`src/pmt_pkg.sv`:
```
// constants and types shared by the program and measurement trigger controller
package pmt_pkg;
  // clock and derived timing
  localparam int unsigned CLK_PERIOD_NS = 5;
  localparam int unsigned TICK_NS       = 100_000_000;
  localparam int unsigned TICK_CYC      = (TICK_NS + CLK_PERIOD_NS - 1) / CLK_PERIOD_NS;
  localparam int unsigned SETTLE_NS     = 10_000_000;
  localparam int unsigned SETTLE_CYC    = (SETTLE_NS + CLK_PERIOD_NS - 1) / CLK_PERIOD_NS;
  // measurement timer period limits, in 0.1 s ticks
  localparam logic [15:0] PERIOD_MIN_T  = 16'h0001;
  localparam logic [15:0] PERIOD_MAX_T  = 16'h8ca0;
  // register byte offsets
  localparam logic [7:0]  ADDR_CTRL     = 8'h00;
  localparam logic [7:0]  ADDR_INTERVAL = 8'h04;
  localparam logic [7:0]  ADDR_PERIOD   = 8'h08;
  localparam logic [7:0]  ADDR_CMD      = 8'h0c;
  localparam logic [7:0]  ADDR_STATUS   = 8'h10;
  // control fields
  localparam int          CTRL_MEND_BIT = 0;
  localparam int          CTRL_MSRC_LSB = 1;
  localparam int          CTRL_OUTON_BIT = 3;
  // command bits, write one to act
  localparam int          CMD_RUN       = 0;
  localparam int          CMD_STEP      = 1;
  localparam int          CMD_HOLD      = 2;
  localparam int          CMD_PAUSE     = 3;
  localparam int          CMD_CONT      = 4;
  localparam int          CMD_STOP      = 5;
  localparam int          CMD_TRG       = 6;
  localparam int          CMD_CLR       = 7;
  // status fields
  localparam int          ST_RUNNING    = 0;
  localparam int          ST_PAUSED     = 1;
  localparam int          ST_SERR       = 2;
  localparam int          ST_MBUSY      = 3;
  localparam int          ST_MEND       = 4;
  localparam int          ST_OPTION     = 5;
  localparam int          ST_STEP_LSB   = 16;
  // reset values
  localparam logic [31:0] INTERVAL_RST  = 32'h0000_c350;
  localparam logic [15:0] PERIOD_RST    = 16'h000a;
  localparam logic [15:0] STEP_FIRST    = 16'h0001;
  // bus responses
  localparam logic [1:0]  RESP_OKAY     = 2'h0;
  localparam logic [1:0]  RESP_SLVERR   = 2'h2;

  typedef enum logic [1:0] {PMT_IDLE, PMT_RUN, PMT_STEP, PMT_PAUSE} pmt_prog_e;
  typedef enum logic [1:0] {MSRC_TIMER, MSRC_IMMED, MSRC_READY, MSRC_COMM} pmt_msrc_e;
endpackage

```
`src/pmt_ctrl.sv`:
```
// program pacing and measurement trigger controller with an AXI4-Lite register slave
// Overview of operation
// [RULE1] measurement-end pacing only takes effect when the measurement option is fitted
// [RULE2] run starts at step 1 and advances one step per interval expiry
// [RULE3] step runs the current step only and stops when the interval expires
// [RULE4] hold pauses a running program; hold again resumes at the same point
// [RULE5] a falling edge on either trigger input behaves as a step request
// [RULE6] measurement-end pacing advances the step when the measurement completes
// [RULE7] software must choose settle-done measurement triggering with measurement-end pacing
// [RULE8] with measurement-end pacing run, step, hold keys and the interval are ignored
// [RULE9] timer triggers every 0.1 to 3600.0 s period, restarts when output turns on
// [RULE10] back-to-back mode starts the next measurement when one completes
// [RULE11] settle-done mode triggers a measurement 10 ms after each level change
// [RULE12] host trigger command starts a measurement in host-message mode
// [RULE13] program trigger is sent on both chain and coaxial outputs
// [RULE14] interval pacing: busy low on program trigger, high when interval expires
// [RULE15] measurement-end pacing: busy pulses low one cycle per program trigger
// [RULE16] host hold, pause and continue commands pause and resume the program
// [RULE17] measurement trigger during a measurement sets the sampling error
// [RULE18] run, step or trigger edge while a program runs sets the sampling error
// [RULE19] trigger inputs pass two flops; each falling edge is one single-cycle event
// [RULE20] sampling error stays set until reset or an explicit clear
//
// The address map and register access over AXI4-Lite were chosen for this implementation.
`timescale 1ns/10ps
`default_nettype none
module pmt_ctrl
#(
  parameter int unsigned P_TICK_CYC   = pmt_pkg::TICK_CYC,
  parameter int unsigned P_SETTLE_CYC = pmt_pkg::SETTLE_CYC
)
(
  input  wire logic        i_clk,
  input  wire logic        i_srst,
  input  wire logic        i_measurement_option,
  input  wire logic        i_key_run,
  input  wire logic        i_key_step,
  input  wire logic        i_key_hold,
  input  wire logic        i_external_trigger_input_chain,
  input  wire logic        i_external_trigger_input_coax,
  input  wire logic        i_meas_done,
  input  wire logic        i_level_change,
  output logic             o_prog_trig,
  output logic [15:0]      o_step_num,
  output logic             o_running,
  output logic             o_meas_start,
  output logic             o_trigger_busy_out_chain,
  output logic             o_trigger_busy_out_coax,
  output logic             o_sampling_err,
  input  wire logic [7:0]  i_awaddr,
  input  wire logic        i_awvalid,
  output logic             o_awready,
  input  wire logic [31:0] i_wdata,
  input  wire logic [3:0]  i_wstrb,
  input  wire logic        i_wvalid,
  output logic             o_wready,
  output logic [1:0]       o_bresp,
  output logic             o_bvalid,
  input  wire logic        i_bready,
  input  wire logic [7:0]  i_araddr,
  input  wire logic        i_arvalid,
  output logic             o_arready,
  output logic [31:0]      o_rdata,
  output logic [1:0]       o_rresp,
  output logic             o_rvalid,
  input  wire logic        i_rready
);
  import pmt_pkg::*;

  typedef struct packed {
    pmt_prog_e   prog;
    logic        active;
    logic        ret_step;
    logic        adv_pend;
    logic [31:0] icnt;
    logic [15:0] step_idx;
    logic        busy_n;
    logic        prog_trig;
    logic        meas_start;
    logic        meas_busy;
    logic        samp_err;
    logic [31:0] tick_cnt;
    logic [15:0] per_cnt;
    logic        settle_act;
    logic [31:0] settle_cnt;
    logic        mend;
    pmt_msrc_e   msrc;
    logic        out_on;
    logic        out_on_prev;
    logic [31:0] interval;
    logic [15:0] period;
    logic [2:0]  chain_s;
    logic [2:0]  coax_s;
    logic [1:0]  opt_s;
    logic        aw_have;
    logic [7:0]  awaddr;
    logic        w_have;
    logic [31:0] wdata;
    logic [3:0]  wstrb;
    logic        awready;
    logic        wready;
    logic        bvalid;
    logic [1:0]  bresp;
    logic        arready;
    logic        rvalid;
    logic [1:0]  rresp;
    logic [31:0] rdata;
  } pmt_state_s;

  function automatic logic [31:0] wmerge(input logic [31:0] old, input logic [31:0] nw, input logic [3:0] strb);
    logic [31:0] r;
    r = old;
    for (int b = 0; b < 4; b++)
      if (strb[b]) r[b*8 +: 8] = nw[b*8 +: 8];
    return r;
  endfunction

  function automatic logic [15:0] clamp_period(input logic [15:0] p);
    if (p < PERIOD_MIN_T) return PERIOD_MIN_T;
    if (p > PERIOD_MAX_T) return PERIOD_MAX_T;
    return p;
  endfunction

  pmt_state_s s_ff;
  pmt_state_s nxt_s;
  logic       ext_fall;
  logic       mend;
  logic       wr_go;
  logic [7:0] cmd;
  logic       running;
  logic       run_req;
  logic       step_req;
  logic       pause_req;
  logic       resume_req;
  logic       expire;
  logic       tick;
  logic       t_fire;
  logic       s_fire;
  logic       meas_req;
  logic [31:0] ctrl_w;
  logic [31:0] per_w;

  always_comb
  begin
    nxt_s = s_ff;
    nxt_s.prog_trig = 1'b0;
    nxt_s.meas_start = 1'b0;
    // two-flop synchronisers, third stage only for edge detection
    nxt_s.chain_s = {s_ff.chain_s[1:0], i_external_trigger_input_chain}; // RULE19
    nxt_s.coax_s = {s_ff.coax_s[1:0], i_external_trigger_input_coax}; // RULE19
    nxt_s.opt_s = {s_ff.opt_s[0], i_measurement_option};
    ext_fall = (s_ff.chain_s[2] & ~s_ff.chain_s[1]) | (s_ff.coax_s[2] & ~s_ff.coax_s[1]); // RULE19
    mend = s_ff.mend & s_ff.opt_s[1]; // RULE1

    // register write channel
    if (i_awvalid && s_ff.awready)
    begin
      nxt_s.aw_have = 1'b1;
      nxt_s.awaddr = i_awaddr;
      nxt_s.awready = 1'b0;
    end
    if (i_wvalid && s_ff.wready)
    begin
      nxt_s.w_have = 1'b1;
      nxt_s.wdata = i_wdata;
      nxt_s.wstrb = i_wstrb;
      nxt_s.wready = 1'b0;
    end
    wr_go = s_ff.aw_have & s_ff.w_have & ~s_ff.bvalid;
    cmd = 8'h00;
    ctrl_w = wmerge({28'h0, s_ff.out_on, s_ff.msrc, s_ff.mend}, s_ff.wdata, s_ff.wstrb);
    per_w = wmerge({16'h0, s_ff.period}, s_ff.wdata, s_ff.wstrb);
    if (wr_go)
    begin
      nxt_s.aw_have = 1'b0;
      nxt_s.w_have = 1'b0;
      nxt_s.bvalid = 1'b1;
      nxt_s.bresp = RESP_OKAY;
      case (s_ff.awaddr)
        ADDR_CTRL:
        begin
          nxt_s.mend = ctrl_w[CTRL_MEND_BIT];
          nxt_s.msrc = pmt_msrc_e'(ctrl_w[CTRL_MSRC_LSB +: 2]);
          nxt_s.out_on = ctrl_w[CTRL_OUTON_BIT];
        end
        ADDR_INTERVAL: nxt_s.interval = wmerge(s_ff.interval, s_ff.wdata, s_ff.wstrb);
        ADDR_PERIOD:
          nxt_s.period = clamp_period(per_w[15:0]); // RULE9
        ADDR_CMD: cmd = s_ff.wstrb[0] ? s_ff.wdata[7:0] : 8'h00;
        ADDR_STATUS: ;
        default: nxt_s.bresp = RESP_SLVERR;
      endcase
    end
    if (s_ff.bvalid && i_bready)
    begin
      nxt_s.bvalid = 1'b0;
      nxt_s.awready = 1'b1;
      nxt_s.wready = 1'b1;
    end

    // register read channel
    if (i_arvalid && s_ff.arready)
    begin
      nxt_s.arready = 1'b0;
      nxt_s.rvalid = 1'b1;
      nxt_s.rresp = RESP_OKAY;
      nxt_s.rdata = 32'h0;
      case (i_araddr)
        ADDR_CTRL: nxt_s.rdata = {28'h0, s_ff.out_on, s_ff.msrc, s_ff.mend};
        ADDR_INTERVAL: nxt_s.rdata = s_ff.interval;
        ADDR_PERIOD: nxt_s.rdata = {16'h0, s_ff.period};
        ADDR_CMD: ;
        ADDR_STATUS:
        begin
          nxt_s.rdata[ST_RUNNING] = (s_ff.prog == PMT_RUN) || (s_ff.prog == PMT_STEP);
          nxt_s.rdata[ST_PAUSED] = s_ff.prog == PMT_PAUSE;
          nxt_s.rdata[ST_SERR] = s_ff.samp_err;
          nxt_s.rdata[ST_MBUSY] = s_ff.meas_busy;
          nxt_s.rdata[ST_MEND] = mend;
          nxt_s.rdata[ST_OPTION] = s_ff.opt_s[1];
          nxt_s.rdata[ST_STEP_LSB +: 16] = s_ff.step_idx;
        end
        default: nxt_s.rresp = RESP_SLVERR;
      endcase
    end
    if (s_ff.rvalid && i_rready)
    begin
      nxt_s.rvalid = 1'b0;
      nxt_s.arready = 1'b1;
    end

    // program pacing
    running = (s_ff.prog == PMT_RUN) || (s_ff.prog == PMT_STEP);
    run_req = (i_key_run & ~mend) | cmd[CMD_RUN]; // RULE8
    step_req = ((i_key_step | ext_fall) & ~mend) | cmd[CMD_STEP]; // RULE5 RULE8
    pause_req = (i_key_hold & ~mend) | cmd[CMD_HOLD] | cmd[CMD_PAUSE]; // RULE16
    resume_req = (i_key_hold & ~mend) | cmd[CMD_HOLD] | cmd[CMD_CONT]; // RULE16
    expire = running && ({1'b0, s_ff.icnt} + 33'h1 >= {1'b0, s_ff.interval});
    if (mend && !s_ff.busy_n)
      nxt_s.busy_n = 1'b1; // RULE15
    unique case (s_ff.prog)
      PMT_IDLE:
        if (run_req)
        begin
          nxt_s.prog = PMT_RUN; // RULE2
          nxt_s.step_idx = STEP_FIRST;
          nxt_s.icnt = 32'h0;
          nxt_s.adv_pend = 1'b0;
          nxt_s.prog_trig = 1'b1; // RULE13
          nxt_s.busy_n = 1'b0; // RULE14 RULE15
        end
        else if (step_req && !mend)
        begin
          nxt_s.prog = PMT_STEP; // RULE3
          nxt_s.icnt = 32'h0;
          nxt_s.prog_trig = 1'b1;
          nxt_s.busy_n = 1'b0;
        end
      PMT_RUN:
        if (cmd[CMD_STOP])
        begin
          nxt_s.prog = PMT_IDLE;
          nxt_s.busy_n = 1'b1;
        end
        else if (pause_req)
        begin
          nxt_s.prog = PMT_PAUSE; // RULE4
          nxt_s.ret_step = 1'b0;
        end
        else if (mend)
        begin
          if (i_meas_done)
          begin
            nxt_s.step_idx = s_ff.step_idx + 16'h1; // RULE6
            nxt_s.prog_trig = 1'b1;
            nxt_s.busy_n = 1'b0; // RULE15
          end
        end
        else if (s_ff.adv_pend)
        begin
          nxt_s.adv_pend = 1'b0;
          nxt_s.step_idx = s_ff.step_idx + 16'h1; // RULE2
          nxt_s.icnt = 32'h0;
          nxt_s.prog_trig = 1'b1;
          nxt_s.busy_n = 1'b0; // RULE14
        end
        else if (expire)
        begin
          nxt_s.busy_n = 1'b1; // RULE14
          nxt_s.adv_pend = 1'b1;
        end
        else
          nxt_s.icnt = s_ff.icnt + 32'h1;
      PMT_STEP:
        if (cmd[CMD_STOP])
        begin
          nxt_s.prog = PMT_IDLE;
          nxt_s.busy_n = 1'b1;
        end
        else if (pause_req)
        begin
          nxt_s.prog = PMT_PAUSE;
          nxt_s.ret_step = 1'b1;
        end
        else if (expire)
        begin
          nxt_s.prog = PMT_IDLE; // RULE3
          nxt_s.busy_n = 1'b1; // RULE14
          nxt_s.step_idx = s_ff.step_idx + 16'h1;
        end
        else
          nxt_s.icnt = s_ff.icnt + 32'h1;
      PMT_PAUSE:
        if (cmd[CMD_STOP])
        begin
          nxt_s.prog = PMT_IDLE;
          nxt_s.busy_n = 1'b1;
        end
        else if (resume_req)
          nxt_s.prog = s_ff.ret_step ? PMT_STEP : PMT_RUN; // RULE4
    endcase
    nxt_s.active = (nxt_s.prog == PMT_RUN) || (nxt_s.prog == PMT_STEP);

    // measurement timer in 0.1 s ticks, restarted when the output turns on
    nxt_s.out_on_prev = s_ff.out_on;
    tick = 1'b0;
    t_fire = 1'b0;
    if (s_ff.out_on && !s_ff.out_on_prev)
    begin
      nxt_s.tick_cnt = 32'h0; // RULE9
      nxt_s.per_cnt = 16'h0;
    end
    else if (s_ff.tick_cnt >= 32'(P_TICK_CYC - 1))
    begin
      nxt_s.tick_cnt = 32'h0;
      tick = 1'b1;
    end
    else
      nxt_s.tick_cnt = s_ff.tick_cnt + 32'h1;
    if (tick)
    begin
      if (s_ff.per_cnt + 16'h1 >= s_ff.period)
      begin
        nxt_s.per_cnt = 16'h0;
        t_fire = 1'b1; // RULE9
      end
      else
        nxt_s.per_cnt = s_ff.per_cnt + 16'h1;
    end

    // settle delay after a level change
    s_fire = 1'b0;
    if (i_level_change)
    begin
      nxt_s.settle_act = 1'b1;
      nxt_s.settle_cnt = 32'h0;
    end
    else if (s_ff.settle_act)
    begin
      if (s_ff.settle_cnt >= 32'(P_SETTLE_CYC - 1))
      begin
        nxt_s.settle_act = 1'b0;
        s_fire = 1'b1; // RULE11
      end
      else
        nxt_s.settle_cnt = s_ff.settle_cnt + 32'h1;
    end

    // measurement start; the host trigger also kicks off back-to-back mode
    unique case (s_ff.msrc)
      MSRC_TIMER: meas_req = t_fire;
      MSRC_IMMED: meas_req = i_meas_done | cmd[CMD_TRG]; // RULE10
      MSRC_READY: meas_req = s_fire; // RULE7 RULE11
      MSRC_COMM: meas_req = cmd[CMD_TRG]; // RULE12
    endcase
    meas_req = meas_req & s_ff.opt_s[1];
    if (i_meas_done)
      nxt_s.meas_busy = 1'b0;
    if (cmd[CMD_CLR])
      nxt_s.samp_err = 1'b0; // RULE20
    if (meas_req)
    begin
      if (s_ff.meas_busy && !i_meas_done)
        nxt_s.samp_err = 1'b1; // RULE17
      else
      begin
        nxt_s.meas_start = 1'b1;
        nxt_s.meas_busy = 1'b1;
      end
    end
    if ((run_req || step_req) && running)
      nxt_s.samp_err = 1'b1; // RULE18
  end

  always_ff @(posedge i_clk)
  begin
    if (i_srst)
    begin
      s_ff <= '0;
      s_ff.prog <= PMT_IDLE;
      s_ff.msrc <= MSRC_TIMER;
      s_ff.step_idx <= STEP_FIRST;
      s_ff.busy_n <= 1'b1;
      s_ff.interval <= INTERVAL_RST;
      s_ff.period <= PERIOD_RST;
      s_ff.chain_s <= 3'h7;
      s_ff.coax_s <= 3'h7;
      s_ff.awready <= 1'b1;
      s_ff.wready <= 1'b1;
      s_ff.arready <= 1'b1;
    end
    else
      s_ff <= nxt_s;
  end

  assign o_prog_trig = s_ff.prog_trig;
  assign o_step_num = s_ff.step_idx;
  assign o_running = s_ff.active;
  assign o_meas_start = s_ff.meas_start;
  assign o_trigger_busy_out_chain = s_ff.busy_n; // RULE13
  assign o_trigger_busy_out_coax = s_ff.busy_n; // RULE13
  assign o_sampling_err = s_ff.samp_err;
  assign o_awready = s_ff.awready;
  assign o_wready = s_ff.wready;
  assign o_bresp = s_ff.bresp;
  assign o_bvalid = s_ff.bvalid;
  assign o_arready = s_ff.arready;
  assign o_rdata = s_ff.rdata;
  assign o_rresp = s_ff.rresp;
  assign o_rvalid = s_ff.rvalid;
endmodule // pmt_ctrl
`default_nettype wire

```
`config.mk`:
```
export PLATFORM = sky130hd
export DESIGN_NAME = pmt_ctrl
export DESIGN_NICKNAME = d
export VERILOG_FILES = /design/src/pmt_pkg.sv /design/src/pmt_ctrl.sv
export SDC_FILE = /design/constraint.sdc
export NUM_CORES = 1
export LEC_CHECK = 0
export ABC_AREA = 0
export BUFFER_PORTS_ARGS = -buffer_cell sky130_fd_sc_hd__buf_2
export CAP_MARGIN = 15
export CORE_AREA = 4 4 224 226
export DETAILED_ROUTE_END_ITERATION = 12
export DIE_AREA = 0 0 228 230
export PLACE_DENSITY_LB_ADDON = 0.1
export REMOVE_ABC_BUFFERS = 1
export SETUP_SLACK_MARGIN = 0.4
export SYNTH_ARGS = -nofsm -noshare
export SYNTH_HDL_FRONTEND = slang
export SYNTH_SLANG_ARGS = --single-unit
```
`constraint.sdc`:
```
create_clock -name i_clk -period 12.4 [get_ports i_clk]
set_input_delay 1.24 -clock i_clk [delete_from_list [all_inputs] [get_ports i_clk]]
set_output_delay 1.24 -clock i_clk [all_outputs]
set_load 0.1 [all_outputs]
```
==> metrics.md, run 1 <==
| Metric | Value |
|---|---|
| Drt wl/cell | around 17 µm |
| Final Skew | ~0.023 ns |
| Number of buffers inserted during clock tree synthesis | 36 |
| Floorplan die area | approximately 52000 µm² |
| Proportion of register bits with asynchronous set or reset after synthesis | 0 |
| Number of levels in the clock H-tree | 2 |
| Top cells by area in the synthesized netlist | sky130_fd_sc_hd__dfxtp_1 (40%), sky130_fd_sc_hd__nand2_1 (5.4%), sky130_fd_sc_hd__ha_1 (5.0%) |
| Data required time at the worst endpoint | ~13 ns |
| Sequential cell area | ~5700 µm² |
| Leak Pwr | between 0.006 and 0.007 µW |
| I/O pins | between 100 and 150 |
| Pin count of the biggest net entering global routing | just under 80 |
| PortBufs | 127 |
| Clock transition at path regs | 0.06 ns |
| Buffer count from post-CTS setup fixing | 0 |
| Vias after detailed routing | ~12000 |
| Slew at the pin with the worst max-slew slack | about 1.1 ns |
| Post-CTS Hold Fix Bufs | 0 |
| Most used flip-flop cell after synthesis | sky130_fd_sc_hd__dfxtp_1 |
| First-iteration detailed-routing DRC count | ~600 |
| Post-cts repair resize count | 0 |
| Count of warnings emitted by yosys | 0 |
| Highest clock rate | 188 MHz |
| Setup TNS after final layout | 0 ns |
| Highest fanout seen on the critical path | 36 |
| Portion of the clock cycle consumed by the worst path in the final layout | 0.429 |
| Final Wtd Congestion | a little under 0.8 |
| Area overhead of the layout relative to synthesis | 14.7% |
| Std cell rows | just over 80 |
| Highest cell delay on the worst timing path | between 0.8 and 0.9 ns |
| Post-detail-place hpwl | ~30000 µm |
| Class of the most critical hold timing path | register to register |
| Via count of the first global-routing pass | 11700 |
| Gate Count Post-Synth | around 1700 |
| Status | completed |
| Library cell with the highest instance count after synthesis | sky130_fd_sc_hd__dfxtp_1 |
| Clk Tree Root Cell | sky130_fd_sc_hd__clkbuf_16 |
| Power density over the cells | roughly 170 nW/µm² |
| Starting Density | 0.295 |
| Area used by multi-input combinational logic | about 7600 µm² |
| Routed via count divided by cell count | about 4.9 |
| Maximum capacitance violations | 0 |
| Number of setup violations in the final report | 0 |
| Total wirelength of the detailed-routed design | 41900 µm |
| Synth top cells by count | sky130_fd_sc_hd__dfxtp_1 (285), sky130_fd_sc_hd__nand2_1 (206), sky130_fd_sc_hd__nor2_1 (190) |
| Critical path class | register to register |
| Max-slew headroom | 0.257 |
| Chip width | roughly 230 µm |
| Area fraction of the dominant cell type after synthesis | 0.400 |
| Kind of capture point of the worst setup path | register |
| Distinct cells, synth | 76 |
| List of cells traversed by the critical path | nand2_1 > or3_4 > nor4_4 > and4_1 > nand4_1 > xnor2_1 > ha_1 > nand3_1 > nor2_1 > a221o_1 > or4_4 > o21ai_4 > and2_2 > a21oi_1 > a311oi_1 |
| Peak ir drop on the vdd network | 0.107 mV |
| Average size of a mapped cell | between 8 and 9 µm² |
| Fill count | about 5100 |
| Number of antenna violations at the first check in global routing | 1 |
| Util after Layout | 0.338 |
| Count of pins over their slew limit | 0 |
| First-pass DRT Iterations | 5 |
| Placeable Area | between 40000 and 50000 µm² |
| Final min period | between 5 and 6 ns |
| Critical-path cell with the highest stage delay | sky130_fd_sc_hd__o21ai_4 |
| Number of clock sinks | approximately 290 |
| Library cell occupying the most area in the post-synthesis netlist | sky130_fd_sc_hd__dfxtp_1 |
| Total DRC errors in the routed layout | 0 |
| Number of synthesized flops with an enable pin | 0 |
| Final layout net count | 1917 |
| Post-route ant nets | 0 |
| Critical Path Start Type | register |
| Sequential-to-total area share from yosys stat | 0.400 |
| Area of the mapped netlist | around 14000 µm² |
| Number of storage elements in the synthesis netlist | 285 |
| Arrival time at the worst endpoint | 5.75 ns |
| Die extent in y | 230 µm |
| Number of hold-slack violations in the final timing report | 0 |
| Aggregate global-route resource usage | 0.156 |
| Maximum buffer depth of the clock tree | 3 |
| Remaining global-route overflow | 0 |
| Layout cell share with drive strength beyond 1 | 0.132 |
| Unrepaired setup endpoints after global routing | false |
| Total inserted antenna cells | 0 |
| Worst-skew pair later-pin latency | about 0.54 ns |
| Global-route wire length before repair | ~66000 µm |
| CTS tree | built |
-- cell type report --
class | count | area share
sequential | 285 | 0.349
clock buffer | 52 | 0.0650
timing repair buffer | 143 | 0.0464
multi-input combinational | 1250 | 0.464
clock inverter | 14 | 0.0109
tap | 622 | 0.0476
inverter | 77 | 0.0177
-- cell families after synthesis --
kind of cell,Yosys count,share of synthesized area
AND/OR/NAND/NOR,727,0.245
AO/OA/AOI/OAI,329,0.152
flip-flops,285,0.400
buffers and inverters,215,0.0725
XOR/XNOR,116,0.0712
adder cells (fa/ha/maj),57,0.0500
multiplexers,12,0.00851
other,1,0.000263
-- final timing paths --
kind                   from        end  slack, ns  cells past startpoint
setup / recovery  s_ff[260]  s_ff[280]       7.09                     15
hold / removal    nxt_s[93]  nxt_s[94]       0.40                      1
setup reg to reg  s_ff[260]  s_ff[280]       7.09                     15
hold reg to reg   nxt_s[93]  nxt_s[94]       0.40                      1
-- through the flow --
| step | instances | hold WS [ns] | setup slack [ns] | cell area, µm² | total power, µW |
|---|---|---|---|---|---|
| floorplan | 1612 | 0.389 | 7.36 | 13500 | 1560 |
| global route | 2443 | 0.414 | 6.57 | 16400 | 3020 |
| finish | 2443 | 0.404 | 7.09 | 16400 | 2860 |
| CTS | 2442 | 0.404 | 6.89 | 16300 | 2910 |
| detailed placement | 2376 | 0.397 | 6.90 | 15100 | 1780 |
| global placement | 2376 | 0.397 | 6.95 | 15100 | 1780 |
-- flip-flops by register name (all words and copies together), names as in the netlist, 6 cells and up --
signal / cells
o_step_num: 16
s_ff: 219
nxt_s: 6
o_rdata: 32
-- critical path: cells and delay by family (launching register included) --
family	cells	cell delay, ns
DFF	1	0.41
AOI/OAI and AO/OA	4	1.53
xor gates and xnor gates	1	0.16
adders and majority gates	1	0.29
and+or+nand+nor	9	2.81
-- cells in the final DEF (no fill, tap or decap), drive strengths merged, types with 11 or more instances in the layout --
cell	n
mux2i	11
a211oi	14
xor2	64
nand2	206
clkbuf	52
and4	12
buf	143
ha	57
o21ai	44
a21oi	138
a221oi	32
nand3	107
a22oi	14
nor3	47
inv	79
nand4	25
and3	43
dfxtp	285
nand3b	11
or2	11
and2	25
xnor2	52
nor2	190
nor4	13
a21o	14
-- metal layers --
metal,share of wire,vias up,track usage
li1,-,6145,-
met1,0.47,5631,0.208
met2,0.47,222,0.260
met3,0.040,49,0.0290
met4,0.018,0,0.0383
met5,0,-,0
-- power breakdown --
part | switching, µW | leakage (µW) | internal, µW
Sequential | 61.9 | 0.00232 | 966
Clock | 414 | 0.000619 | 680
Combinational | 514 | 0.00355 | 221
Power figures use the tool's default switching activity.
==> run 2, diff against run 1 <==
==> constraint.sdc (replaced) <==
create_clock -name i_clk -period 4.8 [get_ports i_clk]
set_input_delay 0.48 -clock i_clk [delete_from_list [all_inputs] [get_ports i_clk]]
set_output_delay 0.48 -clock i_clk [all_outputs]
set_load 0.1 [all_outputs]
==> run 2 against run 1 <==
Compared with the run above: worst hold slack worse by 0.28 ns; first-iteration DRC count up 11%; count of clock-buffer cells in the layout down 5; fmax up 26%.
==> metrics.md, run 2 (synthesis results as in run 1) <==
| Metric | Value |
|---|---|
| Met2 routed wirelength | 19800 µm (+0.85%) |
| I/O pins | 130 (unchanged) |
| Non-filler cells, final | 2467 (+0.98%) |
| Worst-skew pair later-pin latency | 0.54 ns (about the same) |
| Clock transition at path regs | 0.06 ns (about the same) |
| Max Used Layer | met4 |
| Maximum buffer depth of the clock tree | 3 (unchanged) |
| Final min period | 4.21 ns (-1.10 ns) |
| Highest clock rate | 238 MHz (+26%) |
| First-pass DRT Iterations | 5 (unchanged) |
| Most used cells in the layout excluding fill and tap cells | sky130_fd_sc_hd__dfxtp_1 (274), sky130_fd_sc_hd__nand2_1 (206), sky130_fd_sc_hd__nor2_1 (188) |
| Leak Pwr | 0.00665 µW (+2.6%) |
| Worst slack after detailed placement | 0.111 ns (-6.79 ns) |
| Layout cell share with drive strength beyond 1 | 0.161 (+0.0292) |
| Routed metal-1 wire length | 19800 µm (+0.16%) |
| Clk Tree Root Cell | sky130_fd_sc_hd__clkbuf_16 |
| Critical-path cell with the highest stage delay | sky130_fd_sc_hd__or3_4 |
| Pin count of the biggest net entering global routing | 55 (-29%) |
| Fill count | 5104 (-0.70%) |
| Remaining global-route overflow | 0 (unchanged) |
| Number of buffers inserted during clock tree synthesis | 36 (unchanged) |
| End of the worst hold path | nxt_s[93] |
| Reg-to-reg setup timing slack | 0.59 ns (-6.50 ns) |
| Aggregate global-route resource usage | 0.159 (+0.00320) |
| List of cells traversed by the critical path | ha_4 > and4_4 > nand4_1 > or3_4 > inv_1 > nand3_1 > xnor2_2 > ha_1 > nand4_1 > buf_4 > nor4_4 > buf_4 > nand2_1 > o221ai_4 > o21ai_4 > buf_4 > clkbuf_16 > a2111oi_4 > xnor2_1 > nor2_1 |
| Via count of the first global-routing pass | 11900 (+2.1%) |
| Final Skew | 0.0129 ns (-0.0103 ns) |
| Design area | 16800 µm² (+2.7%) |
| Placed cells | 2387 (+0.46%) |
| Post-CTS Hold Fix Bufs | 0 (unchanged) |
| PortBufs | 127 (unchanged) |
| Drt wl/cell | 17.3 µm (+0.72%) |
| CTS tree | built |
| Std cell rows | 81 (unchanged) |
| Worst reg2reg path depth | 20 (+5) |
| Maximum capacitance violations | 0 (unchanged) |
| Status | completed |
| Count of pins over their slew limit | 0 (unchanged) |
| Final layout net count | 1945 (+1.5%) |
| Register ranked first by flip-flop count | s_ff |
| Beginning of the worst register-to-register path | s_ff[250] |
| Highest fanout seen on the critical path | 8 (-78%) |
| Chip width | 228 µm (unchanged) |
| Number of levels in the clock H-tree | 2 (unchanged) |
| Arrival time at the worst endpoint | 4.64 ns (-1.11 ns) |
| Floorplan die area | 52400 µm² (unchanged) |
| Power density over the cells | 461 nW/µm² (+160%) |
| Worst hold path depth | 2 (+1) |
| Portion of the clock cycle consumed by the worst path in the final layout | 0.877 (+0.448) |
| Number of setup violations in the final report | 0 (unchanged) |
| Post-detail-place hpwl | 30400 µm (+1.0%) |
| Number of hold-slack violations in the final timing report | 0 (unchanged) |
| Die extent in y | 230 µm (unchanged) |
| Highest cell delay on the worst timing path | 0.47 ns (-0.39 ns) |
| Total wirelength of the detailed-routed design | 42600 µm (+1.7%) |
| Peak ir drop on the vdd network | 0.462 mV (+330%) |
| Cell area after placement | 15200 µm² (+0.71%) |
| Routed via count divided by cell count | 4.94 (about the same) |
| Final Wtd Congestion | 0.796 (+3.3%) |
| Data required time at the worst endpoint | 5.23 ns (-7.61 ns) |
| Vias after detailed routing | 12200 (+1.1%) |
| Worst hold slack | 0.122 ns (-0.282 ns) |
| Cell with the most instances on the worst path | sky130_fd_sc_hd__buf_4 |
| Starting Density | 0.295 (unchanged) |
| Class of the most critical hold timing path | primary input to register |
| Max-slew headroom | 0.107 (-0.150) |
| Global-route wire length before repair | 67800 µm (+2.3%) |
| Unrepaired setup endpoints after global routing | true |
| Total inserted antenna cells | 0 (unchanged) |
| Critical Path Start Type | register |
| Met3 wire length | 1830 µm (+8.5%) |
| Slew at the pin with the worst max-slew slack | 1.34 ns (+0.225 ns) |
| Setup TNS after final layout | 0 ns (unchanged) |
| Number of antenna violations at the first check in global routing | 0 (-1) |
| Area overhead of the layout relative to synthesis | 17.8% |
| Worst hold path startpoint | i_external_trigger_input_chain |
| Most common cell after layout, fill and taps aside | sky130_fd_sc_hd__dfxtp_1 |
| Flip-flop count of the largest register after layout | 219 (unchanged) |
| Placeable Area | 48300 µm² (unchanged) |
| Kind of capture point of the worst setup path | register |
| First-iteration detailed-routing DRC count | 656 (+11%) |
| Critical register-to-register path endpoint | o_step_num[9] |
| Number of clock sinks | 285 (unchanged) |
| Critical path class | register to register |
| Total DRC errors in the routed layout | 0 (unchanged) |
| Minimum setup slack in the final design | 0.590 ns (-6.50 ns) |
| Post-route ant nets | 0 (unchanged) |
==> run 2: cell type report <==
class,instances,area (µm²),area share
Sequential cell,285,5730,0.341
Clock buffer,47,1020,0.0609
Clock inverter,15,163,0.00968
Inverter,77,289,0.0172
Tap cell,622,778,0.0463
Timing Repair Buffer,171,1020,0.0606
Multi-Input combinational cell,1250,7790,0.464
==> run 2: metal layers <==
layer	up-vias	global-route usage
li1	6193	-
met1	5702	0.209
met2	222	0.263
met3	60	0.0327
met4	0	0.0467
met5	-	0
==> run 2: repair_timing <==
| action | in CTS | in global routing |
|---|---|---|
| cloned | 0 | 1 |
| setup buffers | 0 | 17 |
| pin swaps | 0 | 22 |
| endpoints found under the setup margin | 29 | 59 |
| gates resized for setup | 11 | 47 |
==> run 2: worst max path at each step <==
stage	start	end	slack, ns	depth (start not counted)
global placement	s_ff[260]	o_step_num[8]	0.19	17
finish	s_ff[250]	o_step_num[9]	0.59	20
floorplan	s_ff[260]	s_ff[253]	0.30	15
CTS	s_ff[260]	o_step_num[7]	0.37	17
detailed placement	s_ff[250]	o_step_num[7]	0.11	18
global route	s_ff[260]	o_step_num[9]	0.35	20
==> run 2: worst max-delay path: cells and delay by family (launching register included) <==
kind | cells | cell delay (ns)
AOI/OAI and AO/OA | 3 | 0.71
xor gates and xnor gates | 2 | 0.33
adders and majority gates | 2 | 0.47
buffers and inverters | 5 | 0.79
DFF | 1 | 0.38
and+or+nand+nor | 8 | 1.43
==> run 2: metrics by stage <==
step                      power, µW   util
after floorplan                4040      -
after CTS                      7610  0.340
after detailed placement       4750  0.315
final                          7740  0.347
after global routing           8160  0.347
after global placement         4740  0.315
==> run 2: report_power, final <==
part | internal (µW) | leakage, µW | switching (µW)
logic | 869 | 0.00374 | 1480
registers | 2500 | 0.00232 | 169
clock network | 1660 | 0.000587 | 1070
